==> src/bt_pkg.sv <==
// Shared constants and types for the basic watchdog and stabilization timer
package bt_pkg;
    // Register addresses in the CPU register space
    localparam logic [7:0] CONTROL_ADDR = 8'hD3;
    localparam logic [7:0] COUNT_ADDR = 8'hFD;
    localparam logic [7:0] CONTROL_RESET = 8'h00;
    localparam logic [7:0] COUNT_RESET = 8'h00;
    // Control field layout
    localparam int WDT_KEY_HI = 7;
    localparam int WDT_KEY_LO = 4;
    localparam int SEL_HI = 3;
    localparam int SEL_LO = 2;
    localparam int CNT_CLR_BIT = 1;
    localparam int DIV_CLR_BIT = 0;
    localparam logic [3:0] WDT_DISABLE_KEY = 4'hA;
    // Stabilization ends on the carry out of this counter bit
    localparam int STAB_BIT = 4;
    // Divider ratios and the code that selects each
    localparam int DIV_WIDTH = 12;
    localparam logic [1:0] SEL_DIV4096 = 2'h0;
    localparam logic [1:0] SEL_DIV1024 = 2'h1;
    localparam logic [1:0] SEL_DIV128 = 2'h2;
    localparam logic [1:0] SEL_DIV16 = 2'h3;
    localparam logic [DIV_WIDTH-1:0] DIV4096_MASK = 12'hFFF;
    localparam logic [DIV_WIDTH-1:0] DIV1024_MASK = 12'h3FF;
    localparam logic [DIV_WIDTH-1:0] DIV128_MASK = 12'h07F;
    localparam logic [DIV_WIDTH-1:0] DIV16_MASK = 12'h00F;

    // Register bus request from the CPU
    typedef struct packed {
        logic wr;
        logic rd;
        logic [7:0] addr;
        logic [7:0] wdata;
    } reg_req_type;

    // Stabilization phase states
    typedef enum logic [1:0] {
        ST_RUN = 2'b00,
        ST_STOP = 2'b01,
        ST_STAB = 2'b10
    } stab_state_type;
endpackage

==> src/bt_prescaler.sv <==
// Free-running prescaler that produces the selected tick enable
`timescale 1ns/1ps
module bt_prescaler
    import bt_pkg::*;
#(
    parameter int WIDTH = DIV_WIDTH
) (
    // Clock and reset
    input wire logic i_clock,
    input wire logic i_resetn,
    // Control
    input wire logic i_clear,
    input wire logic i_run,
    input wire logic [1:0] i_select,
    // Tick
    output logic o_tick
);
    typedef struct packed {
        logic [WIDTH-1:0] count;
    } presc_state_type;

    presc_state_type state_r;
    presc_state_type state_nxt;
    logic [WIDTH-1:0] mask;

    // Ratio multiplexer: a tick when the low bits all reach one
    always_comb begin
        if (i_select == SEL_DIV4096) begin
            mask = DIV4096_MASK;
        end else if (i_select == SEL_DIV1024) begin
            mask = DIV1024_MASK;
        end else if (i_select == SEL_DIV128) begin
            mask = DIV128_MASK;
        end else begin
            mask = DIV16_MASK;
        end
    end

    assign o_tick = i_run && !i_clear && ((state_r.count & mask) == mask);

    // Counting stops while the oscillator is held off
    always_comb begin
        state_nxt = state_r;
        if (i_clear) begin
            state_nxt.count = '0;
        end else if (i_run) begin
            state_nxt.count = state_r.count + 1'b1;
        end
    end

    always_ff @(posedge i_clock or negedge i_resetn) begin
        if (!i_resetn) begin
            state_r <= '0;
        end else begin
            state_r <= state_nxt;
        end
    end
endmodule

==> src/bt_counter.sv <==
// Eight-bit up counter with carry outputs
`timescale 1ns/1ps
module bt_counter
    import bt_pkg::*;
#(
    parameter int WIDTH = 8,
    parameter int TAP = STAB_BIT
) (
    // Clock and reset
    input wire logic i_clock,
    input wire logic i_resetn,
    // Control
    input wire logic i_clear,
    input wire logic i_tick,
    // Count and carries
    output logic [WIDTH-1:0] o_count,
    output logic o_overflow,
    output logic o_tap_carry
);
    typedef struct packed {
        logic [WIDTH-1:0] count;
    } cnt_state_type;

    cnt_state_type state_r;
    cnt_state_type state_nxt;

    assign o_count = state_r.count;
    // Carries are qualified by the tick that causes them
    assign o_overflow = i_tick && !i_clear && (&state_r.count);
    assign o_tap_carry = i_tick && !i_clear && (&state_r.count[TAP:0]);

    // Clear beats increment so a clear write is never undone
    always_comb begin
        state_nxt = state_r;
        if (i_clear) begin
            state_nxt.count = '0;
        end else if (i_tick) begin
            state_nxt.count = state_r.count + 1'b1;
        end
    end

    always_ff @(posedge i_clock or negedge i_resetn) begin
        if (!i_resetn) begin
            state_r <= '0;
        end else begin
            state_r <= state_nxt;
        end
    end
endmodule

==> src/basic_watchdog_stabilization_timer.sv <==
// Basic timer: watchdog reset and oscillation stabilization release
// Functional notes
// - Counter clock from divider 4096/1024/128/16 mux.
// - Eight-bit up counter, readable, never writable.
// - Reset clears control: watchdog on, divide 4096.
// - Watchdog off only with upper nibble 1010.
// - Writing bit 1 clears the counter.
// - Writing bit 0 clears the frequency dividers.
// - Enabled watchdog resets chip on bit 7 overflow.
// - Reset selects CPU clock divided by 4096.
// - Stop release: 4096 after reset, else preset selection.
// - Bit 4 carry ends stabilization, releases CPU clock.
`timescale 1ns/1ps
module basic_watchdog_stabilization_timer
    import bt_pkg::*;
#(
    parameter int COUNT_WIDTH = 8,
    // Counter bit whose carry ends stabilization; lowered only to shorten simulation
    parameter int STAB_TAP = STAB_BIT
) (
    // Clock and reset
    input wire logic i_clock,
    input wire logic i_resetn,
    // CPU register access
    input wire logic i_reg_wr,
    input wire logic i_reg_rd,
    input wire logic [7:0] i_reg_addr,
    input wire logic [7:0] i_reg_wdata,
    output logic [7:0] o_reg_rdata,
    output logic o_reg_hit,
    // Power management
    input wire logic i_stop_enter,
    input wire logic i_wake_int,
    // System outputs
    output logic o_watchdog_reset,
    output logic o_cpu_clock_enable,
    output logic o_stab_done,
    output logic o_divider_clear
);
    typedef struct packed {
        logic [7:0] control;
        stab_state_type phase;
        logic force_slow;
        logic wdt_reset;
        logic stab_done;
        logic [7:0] rdata;
        logic hit;
    } top_state_type;

    top_state_type state_r;
    top_state_type state_nxt;
    reg_req_type req;
    logic wr_control;
    logic cnt_clear;
    logic div_clear;
    logic div_run;
    logic tick;
    logic [1:0] sel_eff;
    logic [COUNT_WIDTH-1:0] count;
    logic overflow;
    logic stab_carry;
    logic wdt_enabled;

    // Request bundle from the plain ports
    assign req = '{wr: i_reg_wr, rd: i_reg_rd, addr: i_reg_addr, wdata: i_reg_wdata};
    assign wr_control = req.wr && (req.addr == CONTROL_ADDR);

    // Clear bits act on the write itself and are also stored in control, so they read back
    assign cnt_clear = wr_control && req.wdata[CNT_CLR_BIT];
    assign div_clear = wr_control && req.wdata[DIV_CLR_BIT];
    assign o_divider_clear = div_clear;

    // Any nibble but the key leaves the watchdog armed
    assign wdt_enabled = state_r.control[WDT_KEY_HI:WDT_KEY_LO] != WDT_DISABLE_KEY;

    // Oscillator is held off in stop mode, so nothing counts
    assign div_run = state_r.phase != ST_STOP;

    // After a reset wake the slow ratio is forced until stable
    assign sel_eff = state_r.force_slow ? SEL_DIV4096 : state_r.control[SEL_HI:SEL_LO];

    bt_prescaler #(
        .WIDTH(DIV_WIDTH)
    ) u_prescaler (
        .i_clock(i_clock),
        .i_resetn(i_resetn),
        .i_clear(div_clear),
        .i_run(div_run),
        .i_select(sel_eff),
        .o_tick(tick)
    );

    bt_counter #(
        .WIDTH(COUNT_WIDTH),
        .TAP(STAB_TAP)
    ) u_counter (
        .i_clock(i_clock),
        .i_resetn(i_resetn),
        .i_clear(cnt_clear),
        .i_tick(tick),
        .o_count(count),
        .o_overflow(overflow),
        .o_tap_carry(stab_carry)
    );

    // Register file, stop-mode sequencer and watchdog reset
    always_comb begin
        state_nxt = state_r;
        state_nxt.wdt_reset = 1'b0;
        state_nxt.stab_done = 1'b0;
        state_nxt.hit = 1'b0;
        state_nxt.rdata = 8'h00;

        // Control write stores select and key; count has no write path
        if (wr_control) begin
            state_nxt.control = req.wdata;
        end

        // Read decode, unmapped addresses read zero with no hit
        if (req.rd && (req.addr == CONTROL_ADDR)) begin
            state_nxt.rdata = state_r.control;
            state_nxt.hit = 1'b1;
        end else if (req.rd && (req.addr == COUNT_ADDR)) begin
            state_nxt.rdata = 8'(count);
            state_nxt.hit = 1'b1;
        end else if (wr_control) begin
            state_nxt.hit = 1'b1;
        end

        // Watchdog only bites during normal running
        if ((state_r.phase == ST_RUN) && wdt_enabled && overflow) begin
            state_nxt.wdt_reset = 1'b1;
        end

        case (state_r.phase)
            ST_RUN: begin
                if (i_stop_enter) begin
                    state_nxt.phase = ST_STOP;
                end
            end
            ST_STOP: begin
                if (i_wake_int) begin
                    state_nxt.phase = ST_STAB;
                end
            end
            ST_STAB: begin
                if (stab_carry) begin
                    state_nxt.phase = ST_RUN;
                    state_nxt.stab_done = 1'b1;
                    state_nxt.force_slow = 1'b0;
                end
            end
            default: begin
                state_nxt.phase = ST_RUN;
            end
        endcase
    end

    // Reset counts as a stop release with the slow ratio forced
    always_ff @(posedge i_clock or negedge i_resetn) begin
        if (!i_resetn) begin
            state_r.control <= CONTROL_RESET;
            state_r.phase <= ST_STAB;
            state_r.force_slow <= 1'b1;
            state_r.wdt_reset <= 1'b0;
            state_r.stab_done <= 1'b0;
            state_r.rdata <= 8'h00;
            state_r.hit <= 1'b0;
        end else begin
            state_r <= state_nxt;
        end
    end

    // Outputs
    assign o_reg_rdata = state_r.rdata;
    assign o_reg_hit = state_r.hit;
    assign o_watchdog_reset = state_r.wdt_reset;
    assign o_stab_done = state_r.stab_done;
    assign o_cpu_clock_enable = state_r.phase == ST_RUN;
endmodule

==> config.mk <==
export PLATFORM = sky130hd
export DESIGN_NAME = basic_watchdog_stabilization_timer
export DESIGN_NICKNAME = d
export VERILOG_FILES = /design/src/bt_pkg.sv /design/src/bt_prescaler.sv /design/src/bt_counter.sv /design/src/basic_watchdog_stabilization_timer.sv
export SDC_FILE = /design/constraint.sdc
export NUM_CORES = 1
export LEC_CHECK = 0
export BUFFER_PORTS_ARGS = -buffer_cell sky130_fd_sc_hd__buf_2
export CORE_MARGIN = 3
export CORE_UTILIZATION = 47
export DETAILED_ROUTE_END_ITERATION = 10
export GPL_ROUTABILITY_DRIVEN = 0
export PLACE_DENSITY = 0.72
export SLEW_MARGIN = 20
export SYNTH_ARGS = -nofsm -noshare
export SYNTH_HDL_FRONTEND = slang
export SYNTH_SLANG_ARGS = --single-unit
export TNS_END_PERCENT = 1
==> constraint.sdc <==
create_clock -name i_clock -period 5.1 [get_ports i_clock]
set_clock_uncertainty 0.15 [all_clocks]
set_input_delay 1.53 -clock i_clock [delete_from_list [all_inputs] [get_ports i_clock]]
set_output_delay 1.53 -clock i_clock [all_outputs]
set_load 0.05 [all_outputs]
==> impl_metrics.json <==
{
  "p_per_area_nw_per_um2": 366,
  "cts_tree": "built",
  "antenna_cells": 0,
  "synth_nets": 229,
  "wirelength_um": 4070,
  "design_area_um2": 2320,
  "final_cell_mix": "dfrtp_1 (40), buf_2 (34), nand2_1 (32), nor2_1 (21), xor2_1 (9)",
  "min_period_over_period": 0.868,
  "hp-class": "flop to flop",
  "dpl_cell_area_um2": 2210,
  "die_h_um": 72.1,
  "synth_ff_type": "dfrtp_1",
  "dr_total_vias": 1544,
  "cts_hold_buf": 0,
  "tightest_slew_ns": 0.901,
  "hpwlAfterDp_um": 3030,
  "ant_nets": 0,
  "ioPinCount": 35,
  "async_reset_ff_frac": 1.00,
  "preCtsSetupSlack_ns": 0.675,
  "worstPathCellList": "buf_2 -> nor4b_2 -> and3_1 -> and2_1 -> buf_2",
  "ys_seq_area_frac": 0.512,
  "final_common_cell": "dfrtp_1",
  "grt_overflow": 0,
  "setup_tns_ns": 0,
  "postSynthCellCount": 204,
  "timing.final.ws_setup_ns": 0.674,
  "syn_area_per_cell_um2": 10.1,
  "grt_pass1_wl_um": 7080,
  "antenna_found_initial": 0,
  "fillers": 374,
  "cts_buffers": 5,
  "synth_edf_count": 0,
  "clock_tree.root_cell": "clkbuf_8",
  "crit_required_ns": 3.42,
  "postCtsSetupRepairBufs": 0,
  "drive_above_1_share": 0.223,
  "slew_viol_final": 0,
  "track_usage": 0.175,
  "clock.fmax_mhz": 226,
  "grt_max_degree": 43,
  "power.leakage_nw": 1.15,
  "nNetsFinal": 257,
  "multi_input_area_um2": 886,
  "routed_via_density": 5.46,
  "worstSetupEndpointType": "output pin",
  "min_period_ns": 4.43,
  "crit_path_start_kind": "input pin",
  "firstDrtPassIters": 4,
  "worstSetupPathType": "input pin to output pin",
  "rows": 23,
  "die-area_um2": 5200,
  "cp_slowest_cell": "nor4b_2",
  "io_buffer_count": 34,
  "area_growth_pct": 12.8,
  "setup_viol": 0,
  "crit_top_cell": "buf_2",
  "critPathMaxStageDelay_ns": 0.40,
  "critPathMaxFanout": 4,
  "yosysWarnings": 0,
  "coreArea_um2": 4120,
  "start_util": 0.500,
  "timing.slew.headroom": 0.399,
  "die_width_um": 72.1,
  "clock_path_buffers": 2,
  "wl_per_cell_um": 14.4,
  "seq_area_um2": 1050,
  "grt_pass1_vias": 1542,
  "synthDistinctLibCells": 40,
  "drc": 0,
  "drt_iter0_markers": 115,
  "cts_max_level": 2,
  "rsz0062_at_grt": "no",
  "clk_pin_slew_ns": 0.08,
  "mappedNetlistArea_um2": 2060,
  "cap_violations": 0,
  "status": "finished clean",
  "clock_sinks": 42,
  "ys_ff_latch": 42,
  "report.final.hold_viol_count": 0,
  "vdd_drop_max_uv": 294,
  "insertion_delay_ns": 0.29,
  "arrival_ns": 2.75,
  "ctsResizeCount": 0
}
==> registers in the layout, indices dropped and copies added, names as in the netlist <==
| signal | cells |
|---|---|
| u_counter.o_count | 8 |
| o_reg_hit | 1 |
| o_watchdog_reset | 1 |
| u_prescaler.state_r | 12 |
| state_r | 11 |
| o_stab_done | 1 |
| o_reg_rdata | 8 |
==> kinds of logic (layout without fill, tap and decap cells) <==
| family | after synthesis | count (layout) | synth area share |
|---|---|---|---|
| muxes | 2 | 2 | 0.00974 |
| DFF | 42 | 42 | 0.512 |
| AOI/OAI and AO/OA | 30 | 30 | 0.111 |
| adders and majority gates | 3 | 3 | 0.0183 |
| xor gates and xnor gates | 11 | 11 | 0.0469 |
| and+or+nand+nor | 95 | 95 | 0.245 |
| buffers and inverters | 21 | 50 | 0.0566 |
==> final cells by class <==
type	instances	area share
sequential	42	0.454
multi-input combinational	141	0.382
timing repair buffer	36	0.0798
clock buffer	6	0.0313
tap	50	0.0270
clock inverter	2	0.0162
inverter	6	0.00971
==> critical path: cells and delay by family <==
family / cells / cell delay (ns)
buffers and inverters: 2 / 0.39
AND/OR/NAND/NOR: 3 / 0.82
==> synthesized netlist by cell type (2+ instances only) <==
cell	n	share of area
dfrtp_1	40	0.49
a21oi_1	7	0.017
or4_1	4	0.015
o21ai_0	4	0.0097
o31ai_1	4	0.015
nand2_1	32	0.058
mux2i_1	2	0.0097
and4_1	4	0.017
or3_1	2	0.0061
xnor2_1	2	0.0085
buf_2	3	0.0073
a22o_1	8	0.034
inv_1	6	0.011
xor2_1	9	0.038
and3_1	6	0.018
clkbuf_1	2	0.0037
buf_4	9	0.033
ha_1	3	0.018
nor2_1	21	0.038
dfstp_2	2	0.026
nand4_1	5	0.015
and2_1	4	0.012
nand3_1	8	0.019
==> where the power goes <==
part	switching, mW	leakage, nW	internal (mW)	total [mW]
logic	0.0908	0.569	0.0694	0.160
registers	0.0475	0.528	0.383	0.431
clock network	0.113	0.0514	0.146	0.259
total	0.251	1.15	0.599	0.850
==> routing by layer <==
metal	part of all wire	GRT usage	routed length, um	vias up
li1	-	-	-	766
met1	0.47	0.232	1930	740
met2	0.47	0.288	1890	32
met3	0.048	0.0443	196	6
met4	0.011	0.0438	46	0
met5	0	0	0	-
==> metrics by stage <==
| stage | util | total power, mW | hold WS, ns | instances |
|---|---|---|---|---|
| floorplan | - | 0.555 | 0.296 | 204 |
| global placement | 0.537 | 0.592 | 0.316 | 275 |
| detailed placement | 0.537 | 0.598 | 0.314 | 275 |
| CTS | 0.564 | 0.857 | 0.338 | 283 |
| global route | 0.564 | 0.906 | 0.344 | 283 |
| finish | 0.564 | 0.850 | 0.332 | 283 |
==> worst paths after layout <==
path,end,start,cells past startpoint,slack (ns)
max,o_divider_clear,i_reg_addr[2],5,0.67
min,state_r[11],state_r[11],2,0.33
max reg2reg,u_counter.o_count[6],state_r[13],5,2.61
min reg2reg,state_r[11],state_r[11],2,0.33
max in group asynchronous,u_prescaler.state_r[7],i_resetn,1,3.02
min in group asynchronous,o_reg_rdata[7],i_resetn,1,1.21
(Power assumes the default switching activity.)
